==> src/core/hdlirq_pkg.sv <==
// Constants and types shared by the data link interrupt enable block
package hdlirq_pkg;

  // Wishbone register map, byte addresses
  localparam int unsigned ADR_W = 4;
  localparam logic [3:0] ENABLE_ADDR = 4'h0;
  localparam logic [3:0] STATUS_ADDR = 4'h4;

  // Event and enable field layout, shared by both registers
  localparam int unsigned EVT_N = 7;
  localparam int unsigned TX_BEGIN_BIT = 6;
  localparam int unsigned RX_BEGIN_BIT = 5;
  localparam int unsigned TX_DONE_BIT = 4;
  localparam int unsigned RX_DONE_BIT = 3;
  localparam int unsigned FCS_ERR_BIT = 2;
  localparam int unsigned ABORT_BIT = 1;
  localparam int unsigned IDLE_BIT = 0;
  localparam int unsigned RSVD_BIT = 7;

  // Reset values
  localparam logic [6:0] ENABLE_RESET = 7'h00;
  localparam logic [6:0] STATUS_RESET = 7'h00;
  localparam logic [31:0] RDATA_RESET = 32'h00000000;

  // Line patterns
  localparam logic [7:0] IDLE_FLAG_OCTET = 8'h7E;
  localparam logic [2:0] ABORT_RUN_LEN = 3'h7;

  typedef enum logic [0:0] {
    BUS_IDLE = 1'b0,
    BUS_ACK = 1'b1
  } hdlirq_bus_state_t;

endpackage

==> src/core/hdlirq_dl_if.sv <==
// Carrier between the core and the receive data link pattern detector
`timescale 1ns/1ps
interface hdlirq_dl_if;
  logic bit_val;
  logic bit_valid;
  logic abort_seen;
  logic idle_seen;
  modport det (input bit_val, input bit_valid, output abort_seen, output idle_seen);
  modport core (output bit_val, output bit_valid, input abort_seen, input idle_seen);
endinterface

==> src/core/hdlirq_dl_detect.sv <==
// Abort run and idle flag detector on the incoming data link bit stream
`timescale 1ns/1ps
module hdlirq_dl_detect (
  input wire logic clk_i,
  input wire logic reset_n_i,
  hdlirq_dl_if.det dl
);

  logic [7:0] shift_q;
  logic [2:0] run_q;
  logic abort_q;
  logic idle_q;
  logic [7:0] octet;

  assign octet = {shift_q[6:0], dl.bit_val};

  always_ff @(posedge clk_i or negedge reset_n_i) begin
    if (!reset_n_i) begin
      shift_q <= 8'h00;
    end else if (dl.bit_valid) begin
      shift_q <= octet;
    end
  end

  // Run saturates so a long string of ones reports one abort only
  always_ff @(posedge clk_i or negedge reset_n_i) begin
    if (!reset_n_i) begin
      run_q <= 3'h0;
    end else if (dl.bit_valid) begin
      if (!dl.bit_val) begin
        run_q <= 3'h0;
      end else if (run_q != hdlirq_pkg::ABORT_RUN_LEN) begin
        run_q <= run_q + 3'h1;
      end
    end
  end

  always_ff @(posedge clk_i or negedge reset_n_i) begin
    if (!reset_n_i) begin
      abort_q <= 1'b0;
      idle_q <= 1'b0;
    end else begin
      abort_q <= dl.bit_valid && dl.bit_val && (run_q == 3'(hdlirq_pkg::ABORT_RUN_LEN - 3'h1));
      idle_q <= dl.bit_valid && (octet == hdlirq_pkg::IDLE_FLAG_OCTET);
    end
  end

  assign dl.abort_seen = abort_q;
  assign dl.idle_seen = idle_q;

endmodule // hdlirq_dl_detect

==> src/core/hdlirq_core.sv <==
// Data link interrupt enable, event status and Wishbone register slave
`timescale 1ns/1ps
module hdlirq_core (
  input wire logic clk_i,
  input wire logic reset_n_i,
  input wire logic wb_cyc_i,
  input wire logic wb_stb_i,
  input wire logic wb_we_i,
  input wire logic [3:0] wb_adr_i,
  input wire logic [3:0] wb_sel_i,
  input wire logic [31:0] wb_dat_i,
  output logic [31:0] wb_dat_o,
  output logic wb_ack_o,
  input wire logic tx_msg_begin_event_i,
  input wire logic rx_msg_begin_event_i,
  input wire logic tx_msg_done_event_i,
  input wire logic rx_msg_done_event_i,
  input wire logic rx_buffer_full_i,
  input wire logic frame_check_error_event_i,
  input wire logic rx_dl_bit_i,
  input wire logic rx_dl_valid_i,
  output logic irq_o
);

  function automatic logic hdlirq_hit(input logic [3:0] adr, input logic [3:0] target);
    hdlirq_hit = (adr[3:2] == target[3:2]);
  endfunction

  hdlirq_pkg::hdlirq_bus_state_t state_q;
  hdlirq_pkg::hdlirq_bus_state_t state_d;
  logic [6:0] enable_q;
  logic [6:0] status_q;
  logic [6:0] status_d;
  logic [6:0] evt_vec;
  logic [6:0] rd_clear;
  logic [6:0] wr_clear;
  logic [31:0] rdata_q;
  logic take;
  logic commit;
  logic wr_enable;
  logic wr_status;
  logic rd_status;

  hdlirq_dl_if dl ();

  assign dl.bit_val = rx_dl_bit_i;
  assign dl.bit_valid = rx_dl_valid_i;

  hdlirq_dl_detect u_detect (
    .clk_i(clk_i),
    .reset_n_i(reset_n_i),
    .dl(dl)
  );

  // Event vector in register bit order
  always_comb begin
    evt_vec = 7'h00;
    evt_vec[hdlirq_pkg::TX_BEGIN_BIT] = tx_msg_begin_event_i;
    evt_vec[hdlirq_pkg::RX_BEGIN_BIT] = rx_msg_begin_event_i;
    evt_vec[hdlirq_pkg::TX_DONE_BIT] = tx_msg_done_event_i;
    evt_vec[hdlirq_pkg::RX_DONE_BIT] = rx_msg_done_event_i || rx_buffer_full_i;
    evt_vec[hdlirq_pkg::FCS_ERR_BIT] = frame_check_error_event_i;
    evt_vec[hdlirq_pkg::ABORT_BIT] = dl.abort_seen;
    evt_vec[hdlirq_pkg::IDLE_BIT] = dl.idle_seen;
  end

  // Bus slave: take in IDLE, answer one cycle later, commit at the ack edge
  assign take = (state_q == hdlirq_pkg::BUS_IDLE) && wb_cyc_i && wb_stb_i;
  assign commit = (state_q == hdlirq_pkg::BUS_ACK) && wb_cyc_i && wb_stb_i;
  assign wr_enable = commit && wb_we_i && wb_sel_i[0] && hdlirq_hit(wb_adr_i, hdlirq_pkg::ENABLE_ADDR);
  assign wr_status = commit && wb_we_i && wb_sel_i[0] && hdlirq_hit(wb_adr_i, hdlirq_pkg::STATUS_ADDR);
  assign rd_status = commit && !wb_we_i && hdlirq_hit(wb_adr_i, hdlirq_pkg::STATUS_ADDR);

  always_comb begin
    unique case (state_q)
      hdlirq_pkg::BUS_IDLE: begin
        state_d = take ? hdlirq_pkg::BUS_ACK : hdlirq_pkg::BUS_IDLE;
      end
      hdlirq_pkg::BUS_ACK: begin
        state_d = hdlirq_pkg::BUS_IDLE;
      end
    endcase
  end

  always_ff @(posedge clk_i or negedge reset_n_i) begin
    if (!reset_n_i) begin
      state_q <= hdlirq_pkg::BUS_IDLE;
    end else begin
      state_q <= state_d;
    end
  end

  assign wb_ack_o = (state_q == hdlirq_pkg::BUS_ACK);

  // Read data is captured when the request is taken; unmapped reads give zero
  always_ff @(posedge clk_i or negedge reset_n_i) begin
    if (!reset_n_i) begin
      rdata_q <= hdlirq_pkg::RDATA_RESET;
    end else if (take) begin
      rdata_q <= hdlirq_pkg::RDATA_RESET;
      if (hdlirq_hit(wb_adr_i, hdlirq_pkg::ENABLE_ADDR)) begin
        rdata_q[6:0] <= enable_q;
      end else if (hdlirq_hit(wb_adr_i, hdlirq_pkg::STATUS_ADDR)) begin
        rdata_q[6:0] <= status_q;
      end
    end
  end

  assign wb_dat_o = rdata_q;

  // Reserved bit 7 has no storage, so writes to it vanish
  always_ff @(posedge clk_i or negedge reset_n_i) begin
    if (!reset_n_i) begin
      enable_q <= hdlirq_pkg::ENABLE_RESET;
    end else if (wr_enable) begin
      enable_q <= wb_dat_i[6:0];
    end
  end

  // Only the bits the host actually saw are cleared by the read, so an
  // event landing between capture and ack is kept for the next read
  assign rd_clear = rd_status ? rdata_q[6:0] : 7'h00;
  assign wr_clear = wr_status ? wb_dat_i[6:0] : 7'h00;

  // Set wins over either clear
  generate
    for (genvar b = 0; b < hdlirq_pkg::EVT_N; b++) begin : g_status
      assign status_d[b] = evt_vec[b] || (status_q[b] && !rd_clear[b] && !wr_clear[b]);
    end
  endgenerate

  always_ff @(posedge clk_i or negedge reset_n_i) begin
    if (!reset_n_i) begin
      status_q <= hdlirq_pkg::STATUS_RESET;
    end else begin
      status_q <= status_d;
    end
  end

  assign irq_o = |(status_q & enable_q);
endmodule // hdlirq_core

==> config.mk <==
export PLATFORM = sky130hd
export DESIGN_NAME = hdlirq_core
export DESIGN_NICKNAME = d
export VERILOG_FILES = /design/src/core/hdlirq_pkg.sv /design/src/core/hdlirq_dl_if.sv /design/src/core/hdlirq_dl_detect.sv /design/src/core/hdlirq_core.sv
export SDC_FILE = /design/constraint.sdc
export NUM_CORES = 1
export LEC_CHECK = 0
export ABC_AREA = 1
export BUFFER_PORTS_ARGS = -buffer_cell sky130_fd_sc_hd__buf_2
export CAP_MARGIN = 15
export CORE_MARGIN = 4
export CORE_UTILIZATION = 30
export DETAILED_ROUTE_END_ITERATION = 12
export PLACE_DENSITY_LB_ADDON = 0.1
export SLEW_MARGIN = 0
export SYNTH_ARGS = -nofsm -noshare
export SYNTH_HDL_FRONTEND = slang
export SYNTH_SLANG_ARGS = --single-unit
==> constraint.sdc <==
create_clock -name clk_i -period 3.49 [get_ports clk_i]
set_input_delay 0 -clock clk_i [delete_from_list [all_inputs] [get_ports clk_i]]
set_output_delay 0 -clock clk_i [all_outputs]
set_load 0.01 [all_outputs]
==> results of run 1 <==
==> worst reg2reg max path, stage by stage (launching register included) <==
cell and delay, ns:
dfrtp_1 0.41, inv_2 0.08, nor2_8 0.25, nand3_4 0.25, nand2_1 0.14, o21ai_2 0.06
==> kinds of logic (layout without fill, tap and decap cells) <==
kind of cell	after synthesis	in the layout	share of synthesized area [%]
AND/OR/NAND/NOR	98	98	25.7
buffers and inverters	53	77	17.4
flip-flops	34	34	46.4
AO/OA/AOI/OAI	23	23	8.20
adder cells (fa/ha/maj)	3	3	2.05
other	1	25	0.205
==> worst min-delay path by stage <==
stage | start | end | slack [ns] | cells after the start
finish | rx_dl_valid_i | u_detect.shift_q[0]$_DFFE_PN0P_ | 0.04 | 2
global route | rx_dl_valid_i | u_detect.dl.abort_seen$_DFF_PN0_ | 0.05 | 3
CTS | rx_dl_valid_i | u_detect.shift_q[0]$_DFFE_PN0P_ | 0.02 | 2
detailed placement | reset_n_i | wb_dat_o[3]$_DFFE_PN0P_ | 0.15 | 1
global placement | reset_n_i | status_q[6]$_DFF_PN0_ | 0.14 | 1
floorplan | reset_n_i | enable_q[0]$_DFFE_PN0P_ | -0.30 | 0
==> metrics by stage <==
| step | hold slack [ns] | worst slack (ns) | cells |
|---|---|---|---|
| detailed placement | 0.151 | 2.17 | 312 |
| global route | 0.0506 | 2.07 | 335 |
| finish | 0.0355 | 2.19 | 335 |
| floorplan | -0.296 | 2.34 | 236 |
| global placement | 0.145 | 2.17 | 312 |
| CTS | 0.0242 | 2.16 | 335 |
==> flip-flops by register name, indices dropped and copies added (netlist names) <==
| signal | count |
|---|---|
| enable_q | 7 |
| wb_dat_o | 7 |
| wb_ack_o | 1 |
| u_detect.run_q | 3 |
| status_q | 7 |
| u_detect.dl.idle_seen | 1 |
| u_detect.shift_q | 7 |
| u_detect.dl.abort_seen | 1 |
==> repair_timing <==
| action | in CTS | in global routing |
|---|---|---|
| endpoints found under the hold margin | 49 | 0 |
| hold buffers | 15 | 0 |
| setup buffers | 0 | 0 |
==> area by class of cell <==
cell class / instances / area [sq um]
Inverter: 23 / 88.8
Tap cell: 75 / 93.8
Clock inverter: 3 / 68.8
Multi-Input combinational cell: 149 / 752
Timing Repair Buffer: 46 / 305
Fill cell: 635 / 3690
Sequential cell: 34 / 851
Clock buffer: 5 / 68.8
==> synthesized netlist by cell type, drive strengths merged <==
cell type,instances
nand2,55
dfrtp,34
buf,30
inv,23
nand3,17
nor2,16
o21ai,16
nand4,9
a31oi,7
ha,3
conb,1
nor4,1
==> where the power goes <==
part	internal (W)	leakage, nW	switching, W
logic	0.0000650	0.626	0.0000979
clock network	0.000286	0.0683	0.000151
registers	0.000434	0.410	0.0000285
total	0.000785	1.10	0.000278
==> per-layer routing <==
metal | routed length [um] | track usage, % | part of all wire [%] | vias up
met2 | 1940 | 18.1 | 49 | 36
met4 | 31 | 3.88 | 0.78 | 0
li1 | - | - | - | 729
met5 | 0 | 0 | 0 | -
met3 | 250 | 3.27 | 6.3 | 5
met1 | 1740 | 13.6 | 44 | 612
==> run_results.csv, run 1 <==
group,metric,value,unit
final_layout,drive_above_1_share,21.5,%
floorplanning,num_rows,28,
final_layout,fin_nets,315,
final_layout,antennaDiodeCount,0,
sta,finalSetupTns,0,ns
sta,rsz0062_at_grt,"no",
global_routing,track_usage,11.0,%
critical_path,endpoint,"enable_q[6]$_DFFE_PN0P_",
logic_synthesis,ys_types,23,
logic_synthesis,ys.warnings.count,0,
floorplanning,fp.coreArea,5920,sq um
logic_synthesis,synthTopCellsByArea,"dfrtp_1, buf_4, nand2_1",
global_routing,grt_pass1_vias,1296,
critical_path,path_depth,5,
routing,antenna_left,0,
routing,drc,0,
critical_path,start_kind,"flip-flop",
global_routing,grt_max_degree,35,
place,placed_area,1940,sq um
clock_network,clk-insertion-delay-late,0.29,ns
global_routing,globalRoute.totalOverflow,0,
logic_synthesis,synth.cell_area,1830,sq um
logic_synthesis,synth_top_area_share,46.4,%
final_layout,synthToLayoutAreaGrowth,21.7,%
floorplanning,die_w,86.1,um
routing,drt-pass1-iter-count,4,
critical_path,cp-end-kind,"flip-flop",
critical_path,startpoint,"wb_ack_o$_DFF_PN0_",
clock_network,htreeDepth,2,
routing,wl_per_cell,11.8,um
final_layout,stdcell_area,2230,sq um
sta,max-slew-margin-rel,46.8,%
critical_path,ff2ff_setup_slack,2.19,ns
logic_synthesis,syn_inst,212,
sta,post-route-period-util,37.4,%
place,gp_congestion,0.724,
power,p_per_area,477,nW/um^2
routing,vias,1382,
final_layout,final_common_cell,"nand2_1",
final_layout,final_cell_mix,"nand2_1, dfrtp_1, buf_2",
floorplanning,dieArea,7420,sq um
floorplanning,io_pins,87,
power,p_total,0.00106,W
final_layout,fin_util,37.6,%
clock_network,cts_buffers,5,
logic_synthesis,ys_ff_latch,34,
sta,fin_skew,0.0104,ns
clock_network,cts_resized,0,
status,status,"finished, final reports clean",
logic_synthesis,yosysTopAreaCell,"dfrtp_1",
critical_path,critPathKind,"reg -> reg",
critical_path,r2r-start,"wb_ack_o$_DFF_PN0_",
place,place_hpwl,2.70,mm
critical_path,max_stage_delay,0.41,ns
global_routing,antenna_found_initial,0,
critical_path,slowest_stage,"dfrtp_1",
place,io_buffers,31,
sta,timing_hold_violations_final,0,
critical_path,required,3.66,ns
logic_synthesis,yosysSeqAreaShare,46.4,%
sta,max_clock_freq,766,MHz
clock_network,cts_tree,"done",
flow_run,drv_cap,0,
critical_path,r2r_cells,5,
clock_network,cts_root_buffer,"clkbuf_8",
critical_path,path_max_fanout,15,
routing,wirelength,3.96,mm
floorplanning,initial_core_util,30.9,%
sta,report.final.setup_viol,0,
routing,drtIter0Drc,103,
clock_network,clockBufferDepth,2,
critical_path,critPathArrivalTime,1.48,ns
hold_path,holdCritPathClass,"in -> reg",
floorplanning,dieHeight,86.1,um
routing,vias_per_cell,4.13,
global_routing,grt_pass1_wl,6.27,mm
critical_path,critical_path.top_delay_family,"simple AND/OR/NAND/NOR gates",
critical_path,timing.rr.end,"enable_q[6]$_DFFE_PN0P_",
clock_network,cts.sinks,34,
logic_synthesis,syn_area_per_cell,8.64,sq um
sta,worst_pin_slew,0.798,ns
sta,maxSlewViolCount,0,
sta,layout_min_cycle_time,1.30,ns
critical_path,critical_path.cell_chain,"inv_2 -> nor2_8 -> nand3_4 -> nand2_1 -> o21ai_2",
critical_path,cp_num_buf_inv,1,
clock_network,path_clk_slew,0.08,ns
power,leakage,1.10,nW
power,ir_drop,0.182,mV
Power figures use the tool's default switching activity.
==> inputs of run 2 (changes only) <==
--- a/config.mk
+++ b/config.mk
@@ -5,7 +5,7 @@
 export SDC_FILE = /design/constraint.sdc
 export NUM_CORES = 1
 export LEC_CHECK = 0
-export ABC_AREA = 1
+export ABC_AREA = 0
 export BUFFER_PORTS_ARGS = -buffer_cell sky130_fd_sc_hd__buf_2
 export CAP_MARGIN = 15
 export CORE_MARGIN = 4
==> constraint.sdc (replaced) <==
create_clock -name clk_i -period 1.2 [get_ports clk_i]
set_input_delay 0 -clock clk_i [delete_from_list [all_inputs] [get_ports clk_i]]
set_output_delay 0 -clock clk_i [all_outputs]
set_load 0.01 [all_outputs]
==> run_results.csv, run 2 <==
group,metric,value,unit
clock_network,clockBufferDepth,2,
critical_path,start_kind,"flip-flop",
critical_path,path_max_fanout,7,
floorplanning,initial_core_util,31.7,%
critical_path,critical_path.top_delay_family,"simple AND/OR/NAND/NOR gates",
clock_network,cts_root_buffer,"clkbuf_8",
flow_run,drv_cap,0,
clock_network,htreeDepth,2,
routing,drc,0,
routing,wirelength,4.20,mm
global_routing,track_usage,11.6,%
sta,rsz0062_at_grt,"yes",
logic_synthesis,synth_edf_count,0,
routing,drt-pass1-iter-count,4,
place,io_buffers,31,
critical_path,cp_num_buf_inv,1,
logic_synthesis,async_reset_ff_share,100,%
floorplanning,die_w,84.9,um
critical_path,required,1.37,ns
status,violations,"negative setup slack",
final_layout,drive_above_1_share,41.6,%
floorplanning,io_pins,87,
logic_synthesis,synthTopCellsByArea,"dfrtp_1, buf_4, mux2_4",
routing,vias,1292,
critical_path,cp-end-kind,"flip-flop",
final_layout,synthToLayoutAreaGrowth,33.5,%
sta,timing_hold_violations_final,0,
critical_path,critical_path.cell_chain,"and4b_1 -> and4b_1 -> buf_12 -> mux2_4",
floorplanning,dieHeight,84.9,um
logic_synthesis,syn_area_per_cell,11.5,sq um
logic_synthesis,yosys_most_used_dff,"dfrtp_1",
final_layout,fin_util,42.3,%
final_layout,final_common_cell,"dfrtp_1",
sta,max_clock_freq,735,MHz
logic_synthesis,synth_top_area_share,47.9,%
global_routing,grt_max_degree,35,
critical_path,critPathKind,"reg -> reg",
clock_network,cts_tree,"done",
sta,post-route-period-util,113,%
routing,wl_per_cell,15.0,um
routing,drtIter0Drc,53,
power,leakage,1.11,nW
place,gp_congestion,0.806,
power,p_per_area,1180,nW/um^2
place,place_inst,257,
critical_path,slowest_stage,"dfrtp_1",
power,ir_drop,0.634,mV
logic_synthesis,ys_types,29,
final_layout,final_cell_mix,"dfrtp_1, buf_2, conb_1",
logic_synthesis,synth_common_cells,"dfrtp_1, buf_4, nand3_1",
final_layout,nFillCells,541,
floorplanning,fp.coreArea,5610,sq um
sta,report.final.setup_viol,17,
place,place_hpwl,2.88,mm
global_routing,grt_pass1_wl,6.62,mm
final_layout,layoutNonFillerInstCount,281,
sta,maxSlewViolCount,0,
clock_network,clk-insertion-delay-late,0.28,ns
floorplanning,num_rows,27,
logic_synthesis,synth.cell_area,1780,sq um
global_routing,grt_pass1_vias,1313,
critical_path,critPathArrivalTime,1.53,ns
hold_path,holdCritPathClass,"in -> reg",
status,status,"finished, violations left",
critical_path,max_stage_delay,0.34,ns
routing,vias_per_cell,4.60,
clock_network,path_clk_slew,0.07,ns
routing,antenna_left,0,
sta,fin_ws,-0.161,ns
clock_network,cts.sinks,34,
sta,fin_skew,0.00253,ns
global_routing,globalRoute.totalOverflow,0,
logic_synthesis,ys_ff_latch,34,
global_routing,antenna_found_initial,0,
final_layout,fin_nets,264,
logic_synthesis,synth.most_common_cell,"dfrtp_1",
logic_synthesis,yosysTopAreaCell,"dfrtp_1",
final_layout,antennaDiodeCount,0,
logic_synthesis,syn_inst,155,
logic_synthesis,yosysSeqAreaShare,47.9,%
sta,layout_min_cycle_time,1.36,ns
critical_path,crit_top_cell,"and4b_1",
clock_network,cts_buffers,5,
floorplanning,dieArea,7210,sq um
logic_synthesis,ys.warnings.count,0,
## run 2: cell count changes after synthesis, sizes merged, moves of 4 or more
cell / before / now
a31oi: 7 / 0
clkbuf: 0 / 4
nor2: 16 / 0
mux2: 0 / 13
o31ai: 0 / 8
nand4: 9 / 0
mux2i: 0 / 8
nand2: 55 / 10
a31o: 0 / 6
o21ai: 16 / 1
inv: 23 / 5
## run 2: stage by stage
stage	hold slack, ns	TNS [ns]	setup WS, ns	instance area, sq um	power [W]
final	0.0676	-1.45	-0.161	2370	0.00279
after global routing	0.0738	-2.89	-0.215	2370	0.00296
after CTS	0.0539	-1.49	-0.165	2230	0.00275
after detailed placement	0.0631	-1.64	-0.157	1950	0.00180
after global placement	0.0595	-0.933	-0.125	1950	0.00178
after floorplan	-0.296	-2.18	-0.234	1870	0.00167
## run 2: worst reg2reg max path, cell delays in order (launching register included)
cell and delay (ns):
dfrtp_1 0.34, and4b_1 0.21, and4b_1 0.24, buf_12 0.14
mux2_4 0.30
## run 2: power breakdown
group / internal, W / switching, W / total, W
clock: 0.000463 / 0.000405 / 0.000868
combinational: 0.000286 / 0.000284 / 0.000570
sequential: 0.00126 / 0.0000915 / 0.00136
## run 2: cells by family (layout without fill, tap and decap cells)
kind of cell    count (synthesis)  count (layout)  share of synthesized area, %
buf+inv                        39              69                          14.9
flops                          34              34                          47.9
simple gates                   34              34                          10.3
compound gates                 23              23                          10.4
mux                            21              21                          14.2
fa+ha+maj                       3               3                          2.11
other cells                     1              25                         0.211
## run 2: what timing repair did
action / in CTS / in global routing
cloned: 0 / 1
endpoints found under the setup margin: 18 / 24
hold buffers: 15 / 0
pin swaps: 8 / 12
gates resized for setup: 8 / 26
setup buffers: 0 / 1
hold endpoints to repair: 48 / 0
## run 2: final cells by class
| cell class | instances | area [sq um] | area share [%] |
|---|---|---|---|
| flip-flops and latches | 34 | 851 | 35.9 |
| well taps | 72 | 90.1 | 3.80 |
| inverters | 5 | 18.8 | 0.792 |
| clock inverters | 1 | 5.00 | 0.211 |
| repair buffers | 56 | 400 | 16.9 |
| clock buffers | 7 | 86.3 | 3.64 |
| multi-input cells | 106 | 918 | 38.8 |
## run 2: layer usage
layer  up-vias  GRT usage (%)  routed length [um]  part of all wire [%]
met5         -              0                   0                     0
li1        609              -                   -                     -
met1       636           14.2                1740                    41
met2        40           19.2                2160                    51
met4         0           3.88                  48                   1.1
met3         7           3.59                 254                   6.0
## run 2: worst paths after layout
kind | from | end | slack, ns | depth (start not counted)
max reg2reg | wb_ack_o$_DFF_PN0_ | enable_q[4]$_DFFE_PN0P_ | -0.16 | 4
min | rx_dl_valid_i | u_detect.dl.idle_seen$_DFF_PN0_ | 0.07 | 3
max | wb_ack_o$_DFF_PN0_ | enable_q[4]$_DFFE_PN0P_ | -0.16 | 4
min in group asynchronous | reset_n_i | wb_dat_o[3]$_DFFE_PN0P_ | 0.28 | 3
max in group asynchronous | reset_n_i | wb_dat_o[0]$_DFFE_PN0P_ | 0.60 | 3
min reg2reg | u_detect.dl.idle_seen$_DFF_PN0_ | status_q[0]$_DFF_PN0_ | 0.44 | 1
==> inputs of run 3 (changes only) <==
--- a/config.mk
+++ b/config.mk
@@ -9,10 +9,11 @@
 export BUFFER_PORTS_ARGS = -buffer_cell sky130_fd_sc_hd__buf_2
 export CAP_MARGIN = 15
 export CORE_MARGIN = 4
-export CORE_UTILIZATION = 30
+export CORE_UTILIZATION = 41
 export DETAILED_ROUTE_END_ITERATION = 12
 export PLACE_DENSITY_LB_ADDON = 0.1
 export SLEW_MARGIN = 0
 export SYNTH_ARGS = -nofsm -noshare
 export SYNTH_HDL_FRONTEND = slang
+export SYNTH_HIERARCHICAL = 1
 export SYNTH_SLANG_ARGS = --single-unit
==> run_results.csv, run 3 <==
group,metric,value,unit
logic_synthesis,ys_types,30,
floorplanning,fp.coreArea,4120,sq um
critical_path,r2r-start,"wb_ack_o$_DFF_PN0_",
routing,vias,1344,
place,gp_congestion,0.788,
logic_synthesis,synth.cell_area,1790,sq um
routing,drt-pass1-iter-count,4,
final_layout,synthToLayoutAreaGrowth,28.5,%
global_routing,antenna_found_initial,0,
logic_synthesis,ys.warnings.count,6,
critical_path,max_stage_delay,0.35,ns
power,clkPwrFrac,34.6,%
sta,report.final.setup_viol,23,
critical_path,critical_path.cell_chain,"and4b_1 -> and4b_1 -> buf_12 -> mux2_4",
critical_path,path_max_fanout,7,
clock_network,cts_root_buffer,"clkbuf_8",
critical_path,cp-end-kind,"flip-flop",
power,ir_drop,0.866,mV
status,violations,"negative setup slack",
routing,vias_per_cell,5.09,
routing,wirelength,4.30,mm
sta,layout_min_cycle_time,1.35,ns
clock_network,cts.sinks,34,
critical_path,start_kind,"flip-flop",
routing,wl_per_cell,16.3,um
flow_run,drv_cap,0,
clock_network,cts_tree,"done",
logic_synthesis,syn_area_per_cell,11.6,sq um
final_layout,drive_above_1_share,39.3,%
global_routing,globalRoute.totalOverflow,0,
clock_network,path_clk_slew,0.07,ns
final_layout,final_common_cell,"dfrtp_1",
sta,max_clock_freq,743,MHz
final_layout,fin_util,56.0,%
logic_synthesis,synth_common_cells,"dfrtp_1, buf_4, nand3_1",
place,place_hpwl,2.84,mm
power,p_int,0.00211,W
hold_path,worstHoldStart,"rx_dl_bit_i",
sta,fin_ws,-0.145,ns
logic_synthesis,synth_top_area_share,47.4,%
sta,post-route-period-util,112,%
power,p_seq_share,47.2,%
logic_synthesis,synthTopCellsByArea,"dfrtp_1, buf_4, mux2_4",
clock_network,clockBufferDepth,2,
floorplanning,io_pins,87,
global_routing,grt_pass1_wl,6.38,mm
floorplanning,dieArea,5500,sq um
status,status,"finished, violations left",
critical_path,required,1.37,ns
clock_network,clk-insertion-delay-late,0.28,ns
global_routing,grt_pass1_vias,1322,
critical_path,startpoint,"wb_ack_o$_DFF_PN0_",
sta,fin_skew,0.00748,ns
critical_path,critPathKind,"reg -> reg",
logic_synthesis,yosys_most_used_dff,"dfrtp_1",
sta,timing_hold_violations_final,0,
power,p_switching,0.000752,W
floorplanning,dieHeight,74.2,um
logic_synthesis,synth_edf_count,0,
critical_path,critPathArrivalTime,1.51,ns
critical_path,critical_path.top_delay_family,"simple AND/OR/NAND/NOR gates",
floorplanning,initial_core_util,43.6,%
global_routing,grt_max_degree,35,
global_routing,track_usage,15.4,%
power,pwr-share-comb,18.2,%
power,p_per_area,1240,nW/um^2
floorplanning,num_rows,23,
floorplanning,die_w,74.2,um
power,p_total,0.00286,W
routing,antenna_left,0,
logic_synthesis,ys_ff_latch,34,
logic_synthesis,synth.most_common_cell,"dfrtp_1",
final_layout,final_cell_mix,"dfrtp_1, buf_2, conb_1",
routing,drc,0,
critical_path,crit_top_cell,"and4b_1",
final_layout,antennaDiodeCount,0,
logic_synthesis,async_reset_ff_share,100,%
power,swShare,26.3,%
logic_synthesis,yosysSeqAreaShare,47.4,%
place,io_buffers,31,
routing,drtIter0Drc,89,
final_layout,fin_nets,269,
critical_path,slowest_stage,"dfrtp_1",
critical_path,cp_num_buf_inv,1,
logic_synthesis,syn_inst,155,
power,leakage,1.11,nW
clock_network,htreeDepth,2,
sta,maxSlewViolCount,0,
clock_network,cts_buffers,5,
hold_path,holdCritPathClass,"in -> reg",
sta,rsz0062_at_grt,"yes",
logic_synthesis,yosysTopAreaCell,"dfrtp_1",
-- run 3: timing repair --
action / 4_1_cts / 5_1_grt
pin swaps: 3 / 3
buffers inserted: 3 / 2
gates cloned: 0 / 1
hold endpoints to repair: 46 / 0
endpoints found under the setup margin: 17 / 25
hold buffers: 14 / 0
gates resized for setup: 5 / 11
-- run 3: through the flow --
step | setup TNS (ns) | cell area [sq um] | hold WS (ns) | cells | worst slack [ns]
after floorplan | -2.20 | 1900 | -0.296 | 179 | -0.231
after global placement | -0.819 | 1950 | 0.0567 | 236 | -0.103
after detailed placement | -1.26 | 1950 | 0.0652 | 236 | -0.145
after CTS | -1.53 | 2240 | 0.00765 | 261 | -0.157
after global routing | -3.73 | 2300 | 0.0334 | 264 | -0.197
final | -2.16 | 2300 | 0.0108 | 264 | -0.145
-- run 3: power groups by stage --
stage	Sequential (W)	Combinational, W	Clock, W
after global routing	0.00137	0.000569	0.00106
after CTS	0.00135	0.000489	0.00103
after detailed placement	0.00137	0.000435	0
final	0.00135	0.000521	0.000990
after floorplan	0.00136	0.000310	0
after global placement	0.00136	0.000419	0
-- run 3: path summary, 6_finish.rpt --
| kind | endpoint | slack, ns | depth (start not counted) |
|---|---|---|---|
| max | enable_q[4]$_DFFE_PN0P_ | -0.15 | 4 |
| min | u_detect/dl.idle_seen$_DFF_PN0_ | 0.01 | 2 |
| max reg2reg | enable_q[4]$_DFFE_PN0P_ | -0.15 | 4 |
| min reg2reg | status_q[0]$_DFF_PN0_ | 0.46 | 1 |
| max in group asynchronous | u_detect/shift_q[1]$_DFFE_PN0P_ | 0.61 | 3 |
| min in group asynchronous | wb_dat_o[3]$_DFFE_PN0P_ | 0.28 | 3 |
-- run 3: kinds of logic (layout without fill, tap and decap cells) --
| logic type | count (synthesis) | in the layout | share of synthesized area (%) |
|---|---|---|---|
| adder cells (fa/ha/maj) | 3 | 3 | 2.09 |
| flip-flops | 34 | 34 | 47.4 |
| AO/OA/AOI/OAI | 21 | 21 | 9.34 |
| multiplexers | 20 | 20 | 13.5 |
| other | 1 | 25 | 0.209 |
| AND/OR/NAND/NOR | 39 | 39 | 12.7 |
| buffers and inverters | 37 | 72 | 14.7 |
-- run 3: cell type report --
cell class	instances	area [sq um]
Timing Repair Buffer	61	439
Fill cell	376	1810
Sequential cell	34	851
Multi-Input combinational cell	108	831
Inverter	3	11.3
Tap cell	50	62.6
Clock buffer	8	110
-- run 3: layer usage --
layer	part of all wire, %	track usage (%)
met1	43	19.9
met2	49	25.7
met3	7.7	3.65
met5	0	0
met4	1.0	4.83
